$ cat config.mk
export PLATFORM = sky130hd
export DESIGN_NAME = deep_sleep_control
export DESIGN_NICKNAME = d
export VERILOG_FILES = /design/src/logic/deep_sleep_pkg.sv /design/src/logic/retain_mem.sv /design/src/logic/deep_sleep_control.sv
export VERILOG_INCLUDE_DIRS = /design/src /design/src/logic
export SDC_FILE = /design/constraint.sdc
export NUM_CORES = 1
export LEC_CHECK = 0
export BUFFER_PORTS_ARGS = -buffer_cell sky130_fd_sc_hd__buf_2
export CAP_MARGIN = 20
export CORE_ASPECT_RATIO = 0.8
export CORE_MARGIN = 1
export CORE_UTILIZATION = 29
export DETAILED_ROUTE_END_ITERATION = 6
export PLACE_DENSITY_LB_ADDON = 0.12
export REMOVE_ABC_BUFFERS = 1
export SYNTH_ARGS = -nofsm -noshare
export SYNTH_HDL_FRONTEND = slang
export SYNTH_SLANG_ARGS = --single-unit
$ cat constraint.sdc
create_clock -name mclk -period 7.25 [get_ports mclk]
set_clock_uncertainty 0.05 [all_clocks]
set_input_delay 0 -clock mclk [delete_from_list [all_inputs] [get_ports mclk]]
set_output_delay 0 -clock mclk [all_outputs]
set_load 0.03 [all_outputs]
$ cat src/logic/deep_sleep_cfg.svh
// offsets, field positions, reset values and keys of the deep sleep control block
// Contract
// - select set: wait enters deep sleep, else sleep
// - select hardware cleared; reset value from configuration
// - retention bit keeps upper retained words through sleep
// - word zero always keeps its contents
// - access needs unlock; each write done twice
// - calendar disable bit turns calendar clock off
// - clock wake disable blocks alarm wake-up
// - external wake disable ignores change notification
// - brownout status set in deep sleep when enabled and supply low
// - brownout only sets status, never wakes
// - pin hold keeps pins frozen after wake
// - change notification in deep sleep sets flag
// - fault in deep sleep sets fault flag
// - watchdog timeout in deep sleep sets flag
// - calendar alarm in deep sleep sets flag
// - active asserted reset pin in deep sleep sets its flag
// - setting select clears all wake flags
// - unimplemented bits read as zero
`ifndef DEEP_SLEEP_CFG_SVH
`define DEEP_SLEEP_CFG_SVH

`define ADDR_W 16
`define OFS_CTL 16'h0040
`define OFS_WAKE 16'h0044
`define OFS_WORD0 16'h0048
`define OFS_KEY 16'h004c
`define OFS_WORD27 16'h8a00
`define OFS_WORD28 16'h00ac
`define OFS_WORD29 16'h00b0
`define OFS_WORD30 16'h00b4
`define OFS_WORD31 16'h00b8
`define OFS_WORD32 16'h00bc

`define CTL_SEL 15
`define CTL_RET 13
`define CTL_CALDIS 12
`define CTL_CWDIS 8
`define CTL_EXTDIS 2
`define CTL_BOR 1
`define CTL_HOLD 0
`define CTL_MASK 32'h0000b107

`define WAKE_CN 8
`define WAKE_FLT 7
`define WAKE_WDT 4
`define WAKE_ALM 3
`define WAKE_RST 2
`define WAKE_MASK 32'h0000019c

`define CTL_RESET 32'h00000000
`define WAKE_RESET 32'h00000000
`define WORD_RESET 32'h00000000
`define WORDS 7
// unlock keys are arbitrary values
`define KEY_FIRST 32'h5a5a0001
`define KEY_SECOND 32'ha5a50002

`endif

$ cat src/logic/deep_sleep_pkg.sv
// types shared by the deep sleep control block
package deep_sleep_pkg;

	typedef enum logic [1:0] {st_run, st_sleep, st_deep} power_state_e;

	// asynchronous event and strap levels from outside the clock domain
	typedef struct packed {
		logic cfg_deep;
		logic brownout_detect_enable;
		logic brownout;
		logic reset_pin_active;
		logic master_reset_pin;
		logic calendar_alarm;
		logic watchdog_timeout;
		logic fault;
		logic change_notify;
	} event_s;

	typedef struct packed {
		logic ctl;
		logic wake;
		logic key;
		logic mem;
		logic [2:0] idx;
	} decode_s;

	typedef logic [31:0] word_t;

endpackage

$ cat src/logic/retain_mem.sv
// retained general purpose words with registered read data
`timescale 1ns/10ps
`default_nettype none
`include "deep_sleep_cfg.svh"

module retain_mem
	import deep_sleep_pkg::*;
(
	input wire logic mclk,
	input wire logic reset,
	input wire logic ce,
	input wire logic we,
	input wire logic [2:0] idx,
	input wire word_t wdata,
	input wire logic clear_upper,
	output word_t rdata
);
	word_t mem_r [`WORDS];

	always_ff @(posedge mclk)
	begin
		if (reset)
		begin
			for (int i = 0; i < `WORDS; i++)
				mem_r[i] <= `WORD_RESET;
			rdata <= `WORD_RESET;
		end
		else if (ce)
		begin
			// word zero never cleared; upper words lost without retention
			for (int i = 1; i < `WORDS; i++)
				if (clear_upper)
					mem_r[i] <= `WORD_RESET;
			if (we)
				mem_r[idx] <= wdata;
			rdata <= mem_r[idx];
		end
	end
endmodule // retain_mem

`default_nettype wire

$ cat src/logic/deep_sleep_control.sv
// deep sleep control: mode select, wake sources, retained words, Avalon-MM slave
//
// Register access over Avalon-MM is this design's own decision.
`timescale 1ns/10ps
`default_nettype none
`include "deep_sleep_cfg.svh"

module deep_sleep_control
	import deep_sleep_pkg::*;
(
	input wire logic mclk,
	input wire logic reset,
	input wire logic ce,
	input wire logic [`ADDR_W-1:0] address,
	input wire logic read,
	input wire logic write,
	input wire word_t writedata,
	input wire logic [3:0] byteenable,
	output word_t readdata,
	output logic waitrequest,
	input wire logic wait_exec,
	input wire logic irq_wake,
	input wire event_s events,
	output logic sleep_active,
	output logic deep_sleep_active,
	output logic calendar_enable,
	output logic pins_frozen,
	output logic core_wake,
	output logic unlocked
);

	function automatic decode_s decode(input logic [`ADDR_W-1:0] a);
		decode_s d;
		d = '0;
		case (a)
			`OFS_CTL: d.ctl = 1'b1;
			`OFS_WAKE: d.wake = 1'b1;
			`OFS_KEY: d.key = 1'b1;
			`OFS_WORD0: d.mem = 1'b1;
			`OFS_WORD27: {d.mem, d.idx} = {1'b1, 3'h1};
			`OFS_WORD28: {d.mem, d.idx} = {1'b1, 3'h2};
			`OFS_WORD29: {d.mem, d.idx} = {1'b1, 3'h3};
			`OFS_WORD30: {d.mem, d.idx} = {1'b1, 3'h4};
			`OFS_WORD31: {d.mem, d.idx} = {1'b1, 3'h5};
			`OFS_WORD32: {d.mem, d.idx} = {1'b1, 3'h6};
			default: d = '0;
		endcase
		return d;
	endfunction

	function automatic word_t merge(input word_t old, input word_t nw, input logic [3:0] be);
		word_t m;
		m = old;
		for (int b = 0; b < 4; b++)
			if (be[b])
				m[b*8 +: 8] = nw[b*8 +: 8];
		return m;
	endfunction

	event_s ev_meta_r;
	event_s ev_r;
	power_state_e state_r;
	power_state_e state_nxt;
	word_t ctl_r;
	word_t ctl_nxt;
	word_t wake_r;
	word_t wake_hw;
	word_t mem_rd;
	logic busy_r;
	logic pend_r;
	logic [`ADDR_W-1:0] pend_addr_r;
	logic key_stage_r;
	logic cfg_pend_r;

	// two flops before any logic reads the outside levels
	always_ff @(posedge mclk)
	begin
		if (ce)
		begin
			ev_meta_r <= events;
			ev_r <= ev_meta_r;
		end
	end

	// bus handshake: taken, one cycle to read the memory, then answered
	wire decode_s dec = decode(address);
	wire req = read | write;
	wire done = req & ~waitrequest;
	wire wr_done = done & write;
	wire rd_load = busy_r & waitrequest & read;
	wire guarded = dec.ctl | dec.wake | dec.mem;
	wire second = pend_r & (pend_addr_r == address);
	wire guard_wr = wr_done & guarded & unlocked;
	wire commit = guard_wr & second;
	wire ctl_commit = commit & dec.ctl;
	wire wake_commit = commit & dec.wake;
	wire mem_we = commit & dec.mem;

	always_ff @(posedge mclk)
	begin
		if (reset)
		begin
			busy_r <= 1'b0;
			waitrequest <= 1'b1;
		end
		else if (ce)
		begin
			busy_r <= done ? 1'b0 : (busy_r | (req & waitrequest));
			waitrequest <= done | ~busy_r;
		end
	end

	// unlock: two keys in a row; any other key write locks again
	wire key_wr = wr_done & dec.key;
	wire key1 = writedata == `KEY_FIRST;
	wire key2 = key_stage_r & (writedata == `KEY_SECOND);

	always_ff @(posedge mclk)
	begin
		if (reset)
		begin
			key_stage_r <= 1'b0;
			unlocked <= 1'b0;
			pend_r <= 1'b0;
			pend_addr_r <= '0;
		end
		else if (ce)
		begin
			if (key_wr)
			begin
				key_stage_r <= key1;
				unlocked <= key2;
			end
			// first write only arms; the matching second write lands
			if (guard_wr)
				pend_r <= ~second;
			else if (wr_done)
				pend_r <= 1'b0;
			if (guard_wr)
				pend_addr_r <= address;
		end
	end

	// control register
	wire word_t ctl_wr = merge(ctl_r, writedata, byteenable) & `CTL_MASK;
	wire word_t ctl_base = ctl_commit ? ctl_wr : ctl_r;
	wire sel_rise = ctl_commit & ctl_wr[`CTL_SEL] & ~ctl_r[`CTL_SEL];
	wire in_deep = state_r == st_deep;
	wire bor_set = in_deep & ev_r.brownout & ev_r.brownout_detect_enable;
	wire ext_ok = ev_r.change_notify & ~ctl_r[`CTL_EXTDIS];
	wire alarm_ok = ev_r.calendar_alarm & ~ctl_r[`CTL_CWDIS] & ~ctl_r[`CTL_CALDIS];
	wire pin_ok = ev_r.master_reset_pin & ev_r.reset_pin_active;
	// brownout is left out on purpose: it is status only
	wire deep_wake = ext_ok | alarm_ok | ev_r.watchdog_timeout | pin_ok | ev_r.fault;
	wire deep_exit = in_deep & deep_wake;
	wire deep_entry = (state_r == st_run) & wait_exec & ctl_r[`CTL_SEL];

	always_comb
	begin
		ctl_nxt = ctl_base;
		// strap is loaded once, after reset release, when the sync is valid
		if (cfg_pend_r)
			ctl_nxt[`CTL_SEL] = ev_r.cfg_deep;
		else if (deep_exit)
			ctl_nxt[`CTL_SEL] = 1'b0;
		ctl_nxt[`CTL_BOR] = ctl_base[`CTL_BOR] | bor_set;
	end

	always_ff @(posedge mclk)
	begin
		if (reset)
		begin
			ctl_r <= `CTL_RESET;
			cfg_pend_r <= 1'b1;
		end
		else if (ce)
		begin
			ctl_r <= ctl_nxt;
			cfg_pend_r <= 1'b0;
		end
	end

	// wake source flags: hardware set wins over any clear
	always_comb
	begin
		wake_hw = '0;
		wake_hw[`WAKE_CN] = in_deep & ext_ok;
		wake_hw[`WAKE_FLT] = in_deep & ev_r.fault;
		wake_hw[`WAKE_WDT] = in_deep & ev_r.watchdog_timeout;
		wake_hw[`WAKE_ALM] = in_deep & ev_r.calendar_alarm;
		wake_hw[`WAKE_RST] = in_deep & pin_ok;
	end

	wire word_t wake_wr = merge(wake_r, writedata, byteenable);
	wire word_t wake_kept = wake_commit ? wake_wr : (sel_rise ? `WAKE_RESET : wake_r);
	wire word_t wake_nxt = (wake_kept & `WAKE_MASK) | wake_hw;

	always_ff @(posedge mclk)
	begin
		if (reset)
			wake_r <= `WAKE_RESET;
		else if (ce)
			wake_r <= wake_nxt;
	end

	// power state
	always_comb
	begin
		state_nxt = state_r;
		unique case (state_r)
			st_run:
				if (wait_exec)
					state_nxt = ctl_r[`CTL_SEL] ? st_deep : st_sleep;
			st_sleep:
				if (irq_wake)
					state_nxt = st_run;
			st_deep:
				if (deep_wake)
					state_nxt = st_run;
		endcase
	end

	wire release_pins = (state_r == st_run) & ~ctl_r[`CTL_HOLD];

	always_ff @(posedge mclk)
	begin
		if (reset)
		begin
			state_r <= st_run;
			sleep_active <= 1'b0;
			deep_sleep_active <= 1'b0;
			core_wake <= 1'b0;
			calendar_enable <= 1'b1;
			pins_frozen <= 1'b0;
		end
		else if (ce)
		begin
			state_r <= state_nxt;
			sleep_active <= state_nxt == st_sleep;
			deep_sleep_active <= state_nxt == st_deep;
			core_wake <= ((state_r == st_sleep) & irq_wake) | deep_exit;
			calendar_enable <= ~ctl_nxt[`CTL_CALDIS];
			// pins stay frozen after wake until software drops the hold bit
			if (deep_entry)
				pins_frozen <= 1'b1;
			else if (release_pins)
				pins_frozen <= 1'b0;
		end
	end

	// retained words; the memory read completes the cycle before the answer
	wire word_t mem_wr = merge(mem_rd, writedata, byteenable);
	wire clear_upper = deep_exit & ~ctl_r[`CTL_RET];

	retain_mem u_mem (
		.mclk(mclk),
		.reset(reset),
		.ce(ce),
		.we(mem_we),
		.idx(dec.idx),
		.wdata(mem_wr),
		.clear_upper(clear_upper),
		.rdata(mem_rd)
	);

	// locked reads of guarded registers return zero
	wire word_t rd_guard = dec.ctl ? ctl_r : (dec.wake ? wake_r : mem_rd);
	wire word_t rd_key = {31'h0, unlocked};
	wire word_t rd_mux = guarded ? (unlocked ? rd_guard : '0) : (dec.key ? rd_key : '0);

	always_ff @(posedge mclk)
	begin
		if (reset)
			readdata <= '0;
		else if (ce && rd_load)
			readdata <= rd_mux;
	end
endmodule // deep_sleep_control

`default_nettype wire

# Word level (Yosys, flattened, before mapping)

Memory sizes are Yosys's and may differ from the RTL's. A register that Yosys moved wholly into a read port is not among the register bits.
Index checks and enable logic that the tools add are counted.

Bits in registers: 95
Bits in writable memories: 224
Input port bits: 68
Output and inout bits: 39
Logic and storage cells: 206
Memories kept: 1

Memories:

| memory      | words | bits a word | read ports | clocked after memory_dff | wr ports | RTL line         | RTL |
|---|---|---|---|---|---|---|---|
| u_mem.mem_r | 7     | 32          | 1          | 1                        | 7        | retain_mem.sv:18 | `` word_t mem_r [`WORDS]; `` |

Eq/ne operators: 23
Multiplexer cells: 52
Bitwise operators: 79
Reduce and logical (&&, ||, !) cells: 14

Operators with widths:

| kind                   | count |
|---|---|
| $mux W32               | 11 |
| $eq A16 B8 Y1 const B  | 5 |
| $eq A16 B7 Y1 const B  | 4 |
| $mux W8                | 6 |
| $and A1 B1 Y1          | 45 |
| $eq A32 B31 Y1 const B | 1 |
| $eq A32 B32 Y1 const B | 1 |
| $reduce_or A32 Y1      | 1 |
| $mux W1                | 24 |
| $eq A3 B3 Y1 const A   | 6 |
| $mux W9                | 2 |
| $pmux W3 S6            | 1 |
| $or A1 B1 Y1           | 17 |
| $eq A16 B16 Y1         | 1 |
| $eq A16 B16 Y1 const B | 1 |
| $mux W16               | 1 |
| $not A1 Y1             | 16 |
| $reduce_and A2 Y1      | 5 |
| $or A9 B9 Y9           | 1 |
| $mux W2                | 4 |
| $reduce_or A7 Y1       | 1 |
| $mux W3                | 2 |
| $pmux W2 S3            | 1 |
| $reduce_and A3 Y1      | 2 |
| other kinds (6)        | 9 |

# Depth between registers and ports, before layout

Depth after elaboration: 15
Gate-level depth with buffers: 11
Depth with buffers taken out: 7

# By module

From an unflattened synthesis, not the netlist that was laid out.

Cells, all modules: 1375
Area, all modules: 17017.6 um^2

By module, submodules not included:

| module             | times used | cells an instance | area an instance (um^2) | sequential area each (um^2) |
|---|---|---|---|---|
| retain_mem         | 1          | 919               | 12483.2                 | 8328.0 |
| deep_sleep_control | 1          | 456               | 4534.3                  | 2001.9 |

# Worst setup path after synthesis

Ideal clock, no wire load.

Kind: flip-flop to flip-flop
From: register waitrequest
To: memory u_mem.mem_r[5][0] (netlist name), enable pin
Setup time: 389 ps
Arrival: 2415 ps
Slack: 4395 ps
Cell stages (with the launch flop): 9
Buffers on the path: 2
Period minus slack after synthesis: 2855 ps
Path through: dfxtp_1 > and3b_1 > nand2_1 > nor2_1 > nand3_1 > or3_1 > clkbuf_1 > buf_2 > nand2_1

RTL lines:

| element                | RTL line                  | RTL |
|---|---|---|
| from (decl)            | deep_sleep_control.sv:20  | `output logic waitrequest,` |
| from (signal assigned) | deep_sleep_control.sv:109 | `waitrequest <= done \| ~busy_r;` |
| to (decl)              | retain_mem.sv:18          |  |

==> results.yml <==
status:
  outcome: "finished, final reports clean"
die:
  num_rows: 74
  die_w_um: 256
  die_height_um: 206
  ioPinCount: 107
  dieArea_sq_um: 52700
  core_area_sq_um: 51100
  initial_utilization: 0.294
pwr:
  p_clk_frac: 0.437
  p_int_mw: 3.36
  p_per_area_nw_per_um2: 246
  p_leak_nw: 6.61
  worst_ir_drop_vdd_mv: 0.126
  comb_power_share: 0.059
  power.switching_mw: 1.04
  seqPwrFrac: 0.504
  power.switching_fraction: 0.236
worst_setup_path:
  cp_max_fo: 48
  arrival_ns: 4.20
  rrSetupSlack_ns: 3.42
  critPathKind: "in -> reg"
  end_kind: "flip-flop"
  critPathRequiredTime_ns: 7.43
  worstSetupStartpointType: "input port"
clock_tree:
  post_cts_buffers: 0
  ctsHoldBuffers: 47
  numClockSinks: 347
  cts-htree-levels: 2
  clk_pin_slew_ns: 0.06
  cts_made_buffers: 40
  post_cts_resize_count: 0
  cts_buffer_depth: 3
  cts_tree: "built"
  cts-root-buf: "clkbuf_16"
  insertion_delay_ns: 0.56
synthesis:
  synth_area_sq_um: 15000
  ys_ff_latch: 347
  netlist.area_leader.share: 0.484
  synthFlopType: "edfxtp_1"
  yosysMostFrequentCell: "nor2_1"
  ys_seq_area_frac: 0.624
  synth_common_cells: "nor2_1 (321), edfxtp_1 (242), dfxtp_1 (105), nand2_1 (88), a221o_1 (60)"
  synth_cell_types: 66
  syn_area_per_cell_sq_um: 11.7
  synthArstFlopShare: 0
  yosys_warnings: 0
  synth_area_leaders: "edfxtp_1 (48%), dfxtp_1 (14%), nor2_1 (8.0%)"
  yosysTopAreaCell: "edfxtp_1"
  synth_enable_flop_cells: 242
  synth_cells: 1281
drt:
  vias: 10741
  routedWlPerCell_um: 22.2
  dr.pass1.iters: 5
  wirelength_mm: 47.3
  initialDrtViolationCount: 787
  viasPerCell: 5.04
  final_antenna_net_count: 0
  drc: 0
sta:
  max_slew_margin: 0.316
  final.min_clock_period_ns: 4.02
  finalHoldViolCount: 0
  max_freq_mhz: 249
  rsz0062_at_grt: "no"
  tightest_slew_ns: 1.02
  hold_ws_ns: 0.0143
  fin_crit_sh: 0.555
  slew_viol_final: 0
  setup_viol: 0
  finalWorstSetupSlack_ns: 3.23
  totalNegativeSetupSlack_ns: 0
min_path:
  min_path_type: "in -> reg"
placement:
  dpl_worst_slack_ns: 3.12
  io_buffers: 106
  hpwl_mm: 28.3
  gp_congestion: 0.802
  dpl_cell_area_sq_um: 16200
global_routing:
  grt-ovfl-total: 0
  grt_util_all_layers: 0.179
  top_usage_layer: "met2"
  grt_pass1_vias: 10818
  use_met3: 0.0225
  grt_max_degree: 66
  met2_usage: 0.277
  antenna_found_initial: 0
  met1_usage: 0.258
  grt_pass1_wl_mm: 70.9
finish:
  layout-drive-gt1-share: 0.164
  syn2layout_area_growth_pct: 19.1
  utilization: 0.350
  finish.instance_area_sq_um: 17900
  fin_nets: 1485
  antenna_cells_inserted: 0
flow_run:
  maxCapViolCount: 0
==> layer usage <==
metal | wire length [um] | vias up
li1 | - | 5009
met1 | 22800 | 5416
met2 | 21200 | 252
met3 | 2170 | 64
met4 | 1130 | 0
met5 | 0 | -
==> area by class of cell <==
| class | instances | area, sq um |
|---|---|---|
| well taps | 684 | 856 |
| inverters | 11 | 41.3 |
| fillers | 5128 | 33200 |
| clock buffers | 52 | 1120 |
| clock inverters | 22 | 104 |
| repair buffers | 177 | 1190 |
| multi-input cells | 837 | 5210 |
| flip-flops and latches | 347 | 9370 |
==> worst max-delay path, cell delays in order <==
cell and delay (ns):
dlygate4sd3_1 0.54, buf_2 0.16, nor3_2 0.36, nand2_1 0.29, nor4b_4 0.27, buf_4 0.59, nand3_2 0.76, nand2_1 0.75
buf_4 0.43
==> power by group through the flow <==
stage | clock network (mW) | logic, mW | registers [mW]
floorplan | 0 | 0.115 | 2.25
global placement | 0 | 0.246 | 2.26
detailed placement | 0 | 0.247 | 2.26
CTS | 1.98 | 0.265 | 2.22
global route | 2.05 | 0.285 | 2.22
finish | 1.92 | 0.261 | 2.22
==> kinds of logic after synthesis <==
logic type	Yosys count	share of synthesized area
muxes	88	0.0640
and+or+nand+nor	510	0.151
AOI/OAI and AO/OA	220	0.118
xor gates and xnor gates	16	0.00933
adders and majority gates	3	0.00250
buffers and inverters	97	0.0308
DFF	347	0.624
==> registers in the layout (all words and copies together), names as in the netlist, 2 cells and up, named ones only <==
signal and flops:
ctl_r 7, ev_r 9, ev_meta_r 9, pend_addr_r 16
u_mem.rdata 32, wake_r 5, u_mem.mem_r 224, readdata 32
state_r 2
==> stage by stage <==
stage	power, mW	std cells
after floorplan	2.37	1195
after global placement	2.50	2009
after detailed placement	2.51	2009
after CTS	4.47	2130
after global routing	4.56	2130
final	4.40	2130
==> layout by cell type, fill, tap and decap left out, types with 6 or more instances in the layout <==
| cell | n |
|---|---|
| nor2_1 | 320 |
| edfxtp_1 | 242 |
| dfxtp_1 | 105 |
| buf_2 | 104 |
| nand2_1 | 87 |
| a221o_1 | 60 |
| mux2i_1 | 54 |
| dlygate4sd3_1 | 47 |
| a22oi_1 | 43 |
| clkbuf_16 | 42 |
| a311oi_1 | 27 |
| buf_4 | 26 |
| o21ai_0 | 24 |
| nand3_1 | 18 |
| a21oi_1 | 18 |
| mux2_2 | 12 |
| mux2_1 | 12 |
| and2_1 | 12 |
| clkinv_1 | 12 |
| xnor2_1 | 12 |
| inv_1 | 10 |
| mux2_4 | 10 |
| o21ai_1 | 9 |
| nand4_1 | 9 |
| nor3_1 | 9 |
| clkinv_2 | 9 |
| a31oi_1 | 6 |
| nor4bb_1 | 6 |
| clkbuf_1 | 6 |
==> final timing paths <==
kind	start	end	cells after the start
max	address[11]	u_mem.mem_r[2][6]	9
min	writedata[18]	u_mem.mem_r[5][18]	3
max reg2reg	pend_addr_r[13]	u_mem.mem_r[2][6]	8
min reg2reg	ev_meta_r[2]	ev_r[2]	0
No activity file was read; power rests on OpenSTA's default activity.
